--- src/inc/out_sel_defs.vh ---
// Overview of operation
// - One relay, two open-drain lines; optional second relay, two extension lines.
// - Every output line holds its own programmable function code.
// - Open-drain outputs float when inactive and pull to ground when active.
// - Reader clock and data lines act as outputs when no reader and no extension lines attached.
// - Code 00: output active while disarmed, inactive while armed.
// - Codes 01, 02, 04 signal prealarm, door ajar, forced entry.
// - Codes 03, 05, 06, 07 signal OR of their constituent alarm conditions.
// - Code 09: active for door unlock time after each access grant.
// - Code 10: follows door contact, active while door open.
// - Code 11: two second pulse on each access denial.
// - Code 14: set by entry terminal identification, cleared by exit terminal.
// - Code 15: two second pulse on door bell, key or input.
// - Code 18: active while in normal door mode.
// - Code 19: active while in unlocked door mode.
// - Door bell input sounds buzzer and may drive door bell outputs.
//
// Purpose: Constants for the output function selector.
// Assumes: 50 MHz clock.
// Notes:   Function codes are decimal values in the code field.
`ifndef OUT_SEL_DEFS_VH
`define OUT_SEL_DEFS_VH
// ***************************************************
// Register map (byte addresses)
// ***************************************************
`define OS_ADDR_CODE0    12'h000
`define OS_ADDR_CODE1    12'h004
`define OS_ADDR_CODE2    12'h008
`define OS_ADDR_CODE3    12'h00C
`define OS_ADDR_CODE4    12'h010
`define OS_ADDR_CODE5    12'h014
`define OS_ADDR_CODE6    12'h018
`define OS_ADDR_CODE7    12'h01C
`define OS_ADDR_UNLOCK   12'h020
`define OS_ADDR_CTRL     12'h024
`define OS_ADDR_STATUS   12'h028
// ***************************************************
// Fields and reset values
// ***************************************************
`define OS_CODE_W        7
`define OS_CODE_RST      7'h7F
`define OS_CTRL_READER   0
`define OS_CTRL_EXT      1
`define OS_UNLOCK_RST    16'h0004
// ***************************************************
// Function codes
// ***************************************************
`define FN_DISARMED      7'd0
`define FN_PREALARM      7'd1
`define FN_AJAR          7'd2
`define FN_PRE_AJAR      7'd3
`define FN_FORCED        7'd4
`define FN_PRE_FORCED    7'd5
`define FN_AJAR_FORCED   7'd6
`define FN_ALL_ALARM     7'd7
`define FN_GRANTED       7'd9
`define FN_DOOR_STATUS   7'd10
`define FN_DENIED        7'd11
`define FN_LOGGED        7'd14
`define FN_BELL          7'd15
`define FN_NORMAL_MODE   7'd18
`define FN_UNLOCK_MODE   7'd19
// ***************************************************
// Timing
// ***************************************************
`define CLK_HZ           50000000
`define PULSE_SEC        16'd2
`define SEC_CYCLES       (`CLK_HZ)
`endif

--- src/output_function_selector.v ---
// Purpose: Drives each output line from its programmed function source.
// Assumes: AHB-Lite single word transfers; event inputs are one-cycle pulses
//          from logic on clk; door contact and bell pins are asynchronous.
// Notes:   Zero wait states; every response is OKAY.
`timescale 1ns/100ps
`include "out_sel_defs.vh"
module output_function_selector #(
  parameter SEC_CYC = `SEC_CYCLES,
  parameter NOUT    = 8
) (
  // Clock and reset
  input  wire        clk,
  input  wire        rstn,
  input  wire        ce,
  // AHB-Lite slave
  input  wire        hsel,
  input  wire [11:0] haddr,
  input  wire [1:0]  htrans,
  input  wire        hwrite,
  input  wire [2:0]  hsize,
  input  wire [31:0] hwdata,
  input  wire        hready,
  output reg  [31:0] hrdata,
  output wire        hreadyout,
  output wire        hresp,
  // Controller state, same clock
  input  wire        armed,
  input  wire        preAlarm,
  input  wire        doorAjar,
  input  wire        forcedEntry,
  input  wire        accessGranted,
  input  wire        accessDenied,
  input  wire        entryTerminalId,
  input  wire        exitTerminalId,
  input  wire        bellKey,
  input  wire        normalMode,
  input  wire        unlockedMode,
  // Asynchronous pins
  input  wire        doorOpenPin,
  input  wire        bellPin,
  // Relays
  output reg         relayOutputFirst,
  output reg         relayOutputSecond,
  // Open-drain outputs, low when driven
  output wire        openDrainOutputFirstO,
  output reg         openDrainOutputFirstOe,
  output wire        openDrainOutputSecondO,
  output reg         openDrainOutputSecondOe,
  // Extension lines
  output reg         extOutputFirst,
  output reg         extOutputSecond,
  // Reader link lines as outputs
  output reg         readerLinkClockLine,
  output reg         readerLinkClockLineOe,
  output reg         readerLinkDataLine,
  output reg         readerLinkDataLineOe,
  // Buzzer
  output reg         buzzer
);
  // ***************************************************
  // Pin synchronisers
  // ***************************************************
  reg [1:0] doorSync_q;
  reg [1:0] bellSync_q;
  reg       bellPrev_q;
  // Two stages before any logic reads the pins
  always @(posedge clk or negedge rstn) begin
    if (!rstn) begin
      doorSync_q <= 2'b00;
      bellSync_q <= 2'b00;
      bellPrev_q <= 1'b0;
    end else if (ce) begin
      doorSync_q <= {doorSync_q[0], doorOpenPin};
      bellSync_q <= {bellSync_q[0], bellPin};
      bellPrev_q <= bellSync_q[1];
    end
  end
  wire doorOpen = doorSync_q[1];
  wire bellLevel = bellSync_q[1];
  // Rising edge of bell line or a key press
  wire bellTrig = bellKey | (bellLevel & ~bellPrev_q);
  // ***************************************************
  // Registers
  // ***************************************************
  reg [`OS_CODE_W-1:0] code_q [0:NOUT-1];
  reg [15:0]           unlockSec_q;
  reg [1:0]            ctrl_q;
  reg                  apValid_q;
  reg                  apWrite_q;
  reg [11:0]           apAddr_q;
  wire                 apTake = hsel & hready & htrans[1];
  integer              i;
  // Address phase capture and register writes
  always @(posedge clk or negedge rstn) begin
    if (!rstn) begin
      apValid_q   <= 1'b0;
      apWrite_q   <= 1'b0;
      apAddr_q    <= 12'h000;
      unlockSec_q <= `OS_UNLOCK_RST;
      ctrl_q      <= 2'b00;
      for (i = 0; i < NOUT; i = i + 1)
        code_q[i] <= `OS_CODE_RST;
    end else if (ce) begin
      if (hready) begin
        apValid_q <= apTake;
        apWrite_q <= hwrite;
        apAddr_q  <= haddr;
      end
      if (apValid_q && apWrite_q) begin
        if (apAddr_q[11:5] == 7'h00)
          code_q[apAddr_q[4:2]] <= hwdata[`OS_CODE_W-1:0];
        else if (apAddr_q == `OS_ADDR_UNLOCK)
          unlockSec_q <= hwdata[15:0];
        else if (apAddr_q == `OS_ADDR_CTRL)
          ctrl_q <= hwdata[1:0];
      end
    end
  end
  assign hreadyout = 1'b1;
  assign hresp     = 1'b0;
  // ***************************************************
  // Event sources
  // ***************************************************
  wire tick;
  wire grantAct;
  wire deniedAct;
  wire bellAct;
  reg  logged_q;
  sec_tick #(.SEC_CYC(SEC_CYC)) uTick (
    .clk  (clk),
    .rstn (rstn),
    .ce   (ce),
    .tick (tick)
  );
  // Unlock time is software set, reloads on each grant
  sec_pulse uGrant (
    .clk    (clk),
    .rstn   (rstn),
    .ce     (ce),
    .tick   (tick),
    .trig   (accessGranted),
    .secs   (unlockSec_q),
    .active (grantAct)
  );
  sec_pulse uDenied (
    .clk    (clk),
    .rstn   (rstn),
    .ce     (ce),
    .tick   (tick),
    .trig   (accessDenied),
    .secs   (`PULSE_SEC),
    .active (deniedAct)
  );
  sec_pulse uBell (
    .clk    (clk),
    .rstn   (rstn),
    .ce     (ce),
    .tick   (tick),
    .trig   (bellTrig),
    .secs   (`PULSE_SEC),
    .active (bellAct)
  );
  // Entry sets, exit clears; entry wins if both coincide
  always @(posedge clk or negedge rstn) begin
    if (!rstn)
      logged_q <= 1'b0;
    else if (ce) begin
      if (entryTerminalId)
        logged_q <= 1'b1;
      else if (exitTerminalId)
        logged_q <= 1'b0;
    end
  end
  // ***************************************************
  // Function multiplexer, one per line
  // ***************************************************
  reg  [NOUT-1:0] act_q;
  wire [NOUT-1:0] selVec;
  genvar g;
  generate
    for (g = 0; g < NOUT; g = g + 1) begin : gSel
      reg sel;
      always @* begin
        case (code_q[g])
          `FN_DISARMED:    sel = ~armed;
          `FN_PREALARM:    sel = preAlarm;
          `FN_AJAR:        sel = doorAjar;
          `FN_FORCED:      sel = forcedEntry;
          `FN_PRE_AJAR:    sel = preAlarm | doorAjar;
          `FN_PRE_FORCED:  sel = preAlarm | forcedEntry;
          `FN_AJAR_FORCED: sel = doorAjar | forcedEntry;
          `FN_ALL_ALARM:   sel = preAlarm | doorAjar | forcedEntry;
          `FN_GRANTED:     sel = grantAct;
          `FN_DOOR_STATUS: sel = doorOpen;
          `FN_DENIED:      sel = deniedAct;
          `FN_LOGGED:      sel = logged_q;
          `FN_BELL:        sel = bellAct;
          `FN_NORMAL_MODE: sel = normalMode;
          `FN_UNLOCK_MODE: sel = unlockedMode;
          default:         sel = 1'b0;
        endcase
      end
      assign selVec[g] = sel;
    end
  endgenerate
  // One process owns every activity bit
  always @(posedge clk or negedge rstn) begin
    if (!rstn)
      act_q <= {NOUT{1'b0}};
    else if (ce)
      act_q <= selVec;
  end
  // ***************************************************
  // Pin drivers
  // ***************************************************
  wire readerFree = ~ctrl_q[`OS_CTRL_READER] & ~ctrl_q[`OS_CTRL_EXT];
  assign openDrainOutputFirstO  = 1'b0;
  assign openDrainOutputSecondO = 1'b0;
  // Registered pins; lines 0..7 map relay1, od1, od2, relay2, ext, reader
  always @(posedge clk or negedge rstn) begin
    if (!rstn) begin
      relayOutputFirst        <= 1'b0;
      relayOutputSecond       <= 1'b0;
      openDrainOutputFirstOe  <= 1'b0;
      openDrainOutputSecondOe <= 1'b0;
      extOutputFirst          <= 1'b0;
      extOutputSecond         <= 1'b0;
      readerLinkClockLine     <= 1'b0;
      readerLinkClockLineOe   <= 1'b0;
      readerLinkDataLine      <= 1'b0;
      readerLinkDataLineOe    <= 1'b0;
      buzzer                  <= 1'b0;
    end else if (ce) begin
      relayOutputFirst        <= act_q[0];
      openDrainOutputFirstOe  <= act_q[1];
      openDrainOutputSecondOe <= act_q[2];
      relayOutputSecond       <= act_q[3];
      extOutputFirst  <= act_q[4] & ctrl_q[`OS_CTRL_EXT];
      extOutputSecond <= act_q[5] & ctrl_q[`OS_CTRL_EXT];
      readerLinkClockLine   <= act_q[6] & readerFree;
      readerLinkClockLineOe <= readerFree;
      readerLinkDataLine    <= act_q[7] & readerFree;
      readerLinkDataLineOe  <= readerFree;
      buzzer                <= bellLevel;
    end
  end
  // ***************************************************
  // Read data
  // ***************************************************
  always @(posedge clk or negedge rstn) begin
    if (!rstn)
      hrdata <= 32'h0000_0000;
    else if (ce && apTake && !hwrite) begin
      if (haddr[11:5] == 7'h00)
        hrdata <= {25'h0, code_q[haddr[4:2]]};
      else if (haddr == `OS_ADDR_UNLOCK)
        hrdata <= {16'h0000, unlockSec_q};
      else if (haddr == `OS_ADDR_CTRL)
        hrdata <= {30'h0000_0000, ctrl_q};
      else if (haddr == `OS_ADDR_STATUS)
        hrdata <= {23'h00_0000, logged_q, act_q};
      else
        hrdata <= 32'h0000_0000;
    end
  end
endmodule

--- src/sec_tick.v ---
// Purpose: One-cycle tick once per second.
// Assumes: Clock enable freezes the count.
// Notes:   Period is a parameter so benches can shorten it.
`timescale 1ns/100ps
`include "out_sel_defs.vh"
module sec_tick #(
  parameter SEC_CYC = `SEC_CYCLES
) (
  // Clock and reset
  input  wire clk,
  input  wire rstn,
  input  wire ce,
  // Tick out
  output wire tick
);
  reg [31:0] cnt_q;
  // Free running divider
  always @(posedge clk or negedge rstn) begin
    if (!rstn)
      cnt_q <= 32'h0000_0000;
    else if (ce)
      cnt_q <= tick ? 32'h0000_0000 : cnt_q + 32'h0000_0001;
  end
  assign tick = ce && (cnt_q == SEC_CYC - 1);
endmodule

--- src/sec_pulse.v ---
// Purpose: Retriggerable pulse stretcher counted in seconds.
// Assumes: tick is one cycle per second.
// Notes:   Length up to one second short is possible; trade for one divider.
`timescale 1ns/100ps
module sec_pulse (
  // Clock and reset
  input  wire        clk,
  input  wire        rstn,
  input  wire        ce,
  // Trigger and length
  input  wire        tick,
  input  wire        trig,
  input  wire [15:0] secs,
  // Pulse out
  output wire        active
);
  reg [15:0] left_q;
  // Retrigger reloads full length
  always @(posedge clk or negedge rstn) begin
    if (!rstn)
      left_q <= 16'h0000;
    else if (ce) begin
      if (trig)
        left_q <= secs;
      else if (tick && left_q != 16'h0000)
        left_q <= left_q - 16'h0001;
    end
  end
  assign active = (left_q != 16'h0000);
endmodule

--- config.mk ---
export PLATFORM = sky130hd
export DESIGN_NAME = output_function_selector
export DESIGN_NICKNAME = d
export VERILOG_FILES = /design/src/output_function_selector.v /design/src/sec_tick.v /design/src/sec_pulse.v
export VERILOG_INCLUDE_DIRS = /design/src /design/src/inc
export SDC_FILE = /design/constraint.sdc
export NUM_CORES = 1
export LEC_CHECK = 0
export BUFFER_PORTS_ARGS = -buffer_cell sky130_fd_sc_hd__buf_2
export CAP_MARGIN = 20
export CORE_UTILIZATION = 60
export DETAILED_ROUTE_END_ITERATION = 7
export PLACE_DENSITY = 0.82
export SLEW_MARGIN = 25
export SYNTH_ARGS = -nofsm -noshare
export SYNTH_HDL_FRONTEND = slang
export SYNTH_SLANG_ARGS = --single-unit
--- constraint.sdc ---
create_clock -name clk -period 3.3 [get_ports clk]
set_input_delay 0.66 -clock clk [delete_from_list [all_inputs] [get_ports clk]]
set_output_delay 0.66 -clock clk [all_outputs]
set_load 0.01 [all_outputs]
* After elaboration in Yosys (flattened, before gate mapping) *
Index checks and enable logic that the tools add are counted.

operators by class
  add/subtract/negate cells = 4
  $lt $le $gt $ge = 3
  equal/unequal tests = 118
  mux-type cells = 27
  bitwise gates (word level) = 21
  reductions and logical operators = 34

operators with widths
  operator               number
  $eq 7x4->1 const B     40
  $eq 7x3->1 const B     32
  $mux 16                8
  $pmux 1 s15            8
  $eq 7x2->1 const B     16
  $eq 7x5->1 const B     16
  $logic_not 7->1        10
  $eq 12x6->1 const B    5
  $bwmux 56              1
  $eq 7x1->1 const B     8
  $reduce_bool 16->1     3
  $sub 16x1->16 const B  3
  $add 32x1->32 const B  1
  $eq 32x26->1 const B   1
  $mux 32                1
  $bmux 7 s3             1
  $demux 7 s3            1
  $mux 7                 3
  $mux 9                 2
  $reduce_and 2->1       5
  $and 1x1->1            8
  $ge 4x4->1 const B     2
  $logic_and 1x1->1      8
  $not 3->4              2
  9 further kinds        22

word-level totals
  bits in registers = 223
  input bits = 68
  output and inout port bits = 47
  logic and storage cells = 239

* Longest topological paths before layout *
  depth after elaboration = 6
  gate-level depth with buffers = 9
  mapped depth without buffers = 8

* Cells and area by module *
Synthesis repeated with hierarchy kept, for this count alone.

second synthesis, totals
  cell total of the unflattened synthesis = 1,182
  area, all modules = 12,230.5 um^2

modules (own cells, without submodules)
  module                    times used  cells an instance  area each (um^2)  seq. area each (um^2)
  output_function_selector  1           611                7,053.0           3,249.4
  sec_pulse (uDenied ...)   2           133                1,171.1           400.4
  sec_tick                  1           172                1,665.3           800.8
  sec_pulse (uBell)         1           133                1,169.9           400.4

* Worst setup path after synthesis *
OpenSTA, ideal clock, no wires.

  path kind = input -> register
  start = in haddr[4]
  end = reg hrdata[6]
  library setup time = 67 ps
  data arrival time = 2,450 ps
  data required time = 3,233 ps
  path slack = 782 ps
  stages on the path = 7
  buffers on the path = 2
  cell sequence = buf_2 > or4b_1 > or4_1 > nor2_1 > buf_2 > a22o_1 > a221o_1

between the ends
  word-level cells in the longest chain between the ends = 5
  elaborated cells on any way between the ends = 11
  classes of those cells = eq/ne: 3; mux: 7; bitwise: 1

ends and longest elaborated chain
  item                                                       line                                                            text
  from (decl)                                                output_function_selector.v:17                                   input wire [11:0] haddr,
  $eq 12x6->1 (no source line) or $not 3->4 (tied branches)  --
  $mux 9 or $bmux 7 s3 (tied branches)                       output_function_selector.v:260, output_function_selector.v:255
  $mux 9 or $mux 7 (tied branches)                           output_function_selector.v:258, output_function_selector.v:255
  $mux 16 or $mux 7 (tied branches)                          output_function_selector.v:256, output_function_selector.v:255
  $mux 16 *                                                  output_function_selector.v:254                                  if (haddr[11:5] == 7'h00)
  to (signal assigned)                                       output_function_selector.v:255                                  hrdata <= {25'h0, code_q[haddr[4:2]]};
  to (signal assigned)                                       output_function_selector.v:257                                  hrdata <= {16'h0000, unlockSec_q};
  to (signal assigned)                                       output_function_selector.v:259                                  hrdata <= {30'h0000_0000, ctrl_q};
  to (decl)                                                  output_function_selector.v:23                                   output reg [31:0] hrdata,

Every way passes the cells marked *; elsewhere a longest branch is shown, timed or not. The select of a mux whose other input is x is not followed.
A chain may end at the register's enable or synchronous reset.

* Final worst setup path *
  start = reg apAddr_q[8]
  end = reg unlockSec_q[6]

between the ends
  word-level cells in the longest chain between the ends = 3
  elaborated cells on any way between the ends = 4
  classes of those cells = eq/ne: 1; bitwise: 1; reduce/logical: 2

ends and longest elaborated chain
  item                                                 line                            text
  from (decl)                                          output_function_selector.v:90   reg [11:0] apAddr_q;
  from (signal assigned)                               output_function_selector.v:107  apAddr_q <= haddr;
  branches (longest 2 deep; another with $eq 12x6->1)  --
  $reduce_and 4->1 (no source line) *                  --
  to (signal assigned)                                 output_function_selector.v:99   unlockSec_q <= `OS_UNLOCK_RST;
  to (signal assigned)                                 output_function_selector.v:113  unlockSec_q <= hwdata[15:0];
  to (decl)                                            output_function_selector.v:86   reg [15:0] unlockSec_q;

Every way passes the cells marked *.

==> flow_metrics.py <==
metrics = {
    "global_routing": {
        "gr-total-overflow": 0,
        "grt_pass1_vias": 8882,
        "antenna_found_initial": 0,
        "grt_max_degree": 69,
        "grt_use_total": 0.296,
        "grt_pass1_wl_um": 46500,
    },
    "routing": {
        "drc": 0,
        "dr.first_iter.drc_count": 966,
        "first_pass_iters": 5,
        "routed_wirelength_um": 28900,
        "antenna_left": 0,
        "wire_per_inst_um": 20.3,
        "viasPerCell": 6.61,
        "via_count": 9424,
    },
    "timing": {
        "setup_viol": 0,
        "whs_ns": 0.162,
        "fin_crit_ns": 2.74,
        "hold_viol_final": 0,
        "setup_tns_ns": 0,
        "worst_slack_ns": 0.558,
        "worst_pin_slew_ns": 0.800,
        "max_freq_ghz": 0.365,
        "slew_violations": 0,
        "rsz0062_at_grt": "no",
        "skew_ns": 0.0106,
        "max_slew_margin": 0.466,
        "finalCritPeriodShare": 0.831,
    },
    "layout": {
        "syn_to_final_growth_pct": 9.88,
        "antenna_cells": 0,
        "multiInputGateArea_um2": 5820,
        "drive_above_1_share": 0.278,
        "fillCellCount": 1431,
        "stdcell_count": 1425,
        "nNetsFinal": 1252,
        "fin_util": 0.674,
        "seq_area_um2": 5250,
    },
    "clock_network": {
        "cts.root.buffer_cell": "clkbuf_16",
        "clk_pin_slew_ns": 0.06,
        "cts_buffers": 22,
        "cts-resized-gates": 0,
        "h-tree-depth": 1,
        "postCtsSetupBuffers": 0,
        "cts_buffer_depth": 3,
        "clk_latency_ns": 0.50,
        "cts_tree": "done",
        "cts.sinks": 207,
        "cts_hold_buf": 0,
    },
    "setup_path": {
        "worstSetupPathType": "flip-flop to flip-flop",
        "ff2ff_setup_slack_ns": 0.56,
        "r2r_end": "unlockSec_q[6]$_DFFE_PN0P_",
        "cp_num_cells": 5,
        "path_cells": "or4_1 > or3_1 > nor3_1 > nand2b_1 > mux2_2",
        "cp_max_fo": 16,
        "end_kind": "flip-flop",
        "crit_buf_inv": 0,
        "critical_path.slowest_cell": "or4_1",
        "worstPathArrival_ns": 3.12,
        "r2r_start": "apAddr_q[8]$_DFFE_PN0P_",
        "slowest_delay_ns": 0.53,
        "path_delay_family": "simple AND/OR/NAND/NOR gates",
        "r2r_cells": 5,
        "start_kind": "flip-flop",
        "required_ns": 3.68,
    },
    "floorplanning": {
        "ios": 115,
        "die_x_um": 140,
        "die_h_um": 140,
        "die_area_um2": 19700,
        "core_area_um2": 18800,
        "std_cell_rows": 50,
        "start_util": 0.613,
    },
    "power_and_ir_drop": {
        "netSwitchingPower_w": 0.00150,
        "p_clk_frac": 0.400,
        "p_comb_frac": 0.111,
        "p_seq_frac": 0.488,
        "p_leak_nw": 5.56,
        "power.density_nw_per_um2": 457,
        "irDropWorstVdd_uv": 339,
        "p_sw_frac": 0.259,
        "p_int_w": 0.00428,
    },
    "yosys": {
        "syn-cell-area_um2": 11500,
        "synthCells": 1127,
        "syn_area_per_cell_um2": 10.2,
        "synthFlopType": "dfrtp_1",
        "ys_seq_area_frac": 0.456,
        "ys_seq_elements": 207,
        "synth_edf_count": 0,
        "synth_cell_types": 73,
        "async_reset_ff_frac": 1.00,
        "ys_warn_count": 0,
    },
    "run_status": {
        "status": "completed",
    },
    "place": {
        "dp.final_hpwl_um": 19600,
        "globalplace.congestion": 0.926,
        "place_inst": 1387,
        "pre_cts_slack_ns": 0.347,
        "port_buffers": 74,
    },
    "run": {
        "drv_cap": 0,
    },
    "worst_hold_path": {
        "hp-class": "primary input to asynchronous set/reset pin",
    },
}
[power by group through the flow]
stage | Sequential [W] | Clock, W | Combinational (W)
finish | 0.00282 | 0.00231 | 0.000644
global route | 0.00284 | 0.00244 | 0.000711
CTS | 0.00281 | 0.00235 | 0.000642
detailed placement | 0.00285 | 0 | 0.000633
global placement | 0.00285 | 0 | 0.000617
floorplan | 0.00281 | 0 | 0.000429
[cells in the mapped netlist, types with 19 or more instances]
master,count,area [um^2]
a21oi_1,61,305
buf_4,21,158
clkbuf_1,52,195
dfrtp_1,150,3750
dfstp_2,57,1500
mux2_2,112,1260
nand2_1,91,342
nand3_1,34,170
nand4_1,25,156
nor2_1,98,368
nor3_1,19,95.1
nor4_1,23,144
o21ai_0,47,235
xor2_1,20,175
[flip-flops by register name (all words and copies together) (netlist names), 8 cells and up]
| name | cells |
|---|---|
| uTick.cnt_q | 32 |
| act_q | 8 |
| apAddr_q | 12 |
| uGrant.left_q | 16 |
| uBell.left_q | 16 |
| code_q | 56 |
| unlockSec_q | 16 |
| uDenied.left_q | 16 |
| hrdata | 16 |
[final cells by class]
type,count,share of cell area
clock buffers,35,0.0515
inverters,18,0.00534
repair buffers,95,0.0434
clock inverters,3,0.00119
flip-flops and latches,207,0.415
multi-input cells,833,0.460
well taps,234,0.0232
[how the worst max path moves through the flow]
stage / from / to / slack (ns)
finish: apAddr_q[8]$_DFFE_PN0P_ / unlockSec_q[6]$_DFFE_PN0P_ / 0.56
global route: apAddr_q[8]$_DFFE_PN0P_ / unlockSec_q[7]$_DFFE_PN0P_ / 0.47
CTS: apAddr_q[8]$_DFFE_PN0P_ / unlockSec_q[6]$_DFFE_PN0P_ / 0.57
detailed placement: ce / uGrant.left_q[1]$_DFFE_PN0P_ / 0.35
global placement: ce / unlockSec_q[13]$_DFFE_PN0P_ / 0.43
floorplan: haddr[4] / hrdata[6]$_DFFE_PN0P_ / 0.78
[kinds of logic after synthesis]
| logic type | share of synthesized area |
|---|---|
| adders and majority gates | 0.00761 |
| and+or+nand+nor | 0.193 |
| muxes | 0.141 |
| DFF | 0.456 |
| buffers and inverters | 0.0439 |
| xor gates and xnor gates | 0.0282 |
| AOI/OAI and AO/OA | 0.129 |
| other | 0.000653 |
[cell usage in the layout, fill, tap and decap left out, drive strengths merged, types with 20 or more instances in the layout]
master,count
a21oi,61
buf,94
clkbuf,36
conb,20
dfrtp,150
dfstp,57
mux2,112
nand2,91
nand3,35
nand4,25
nor2,98
nor3,21
nor4,23
o21ai,47
xor2,20
[layer usage]
metal / wire [um] / global-route usage / vias up
met2: 13900 / 0.485 / 468
met4: 793 / 0.0932 / 0
met3: 2360 / 0.0516 / 79
met5: 0 / 0 / -
met1: 11900 / 0.403 / 4624
li1: - / - / 4253
[through the flow]
step	instance area, um^2	total power [W]
floorplan	11600	0.00324
global placement	12000	0.00346
detailed placement	12000	0.00349
CTS	12600	0.00581
global route	12600	0.00599
finish	12600	0.00577
(Power assumes the default switching activity.)
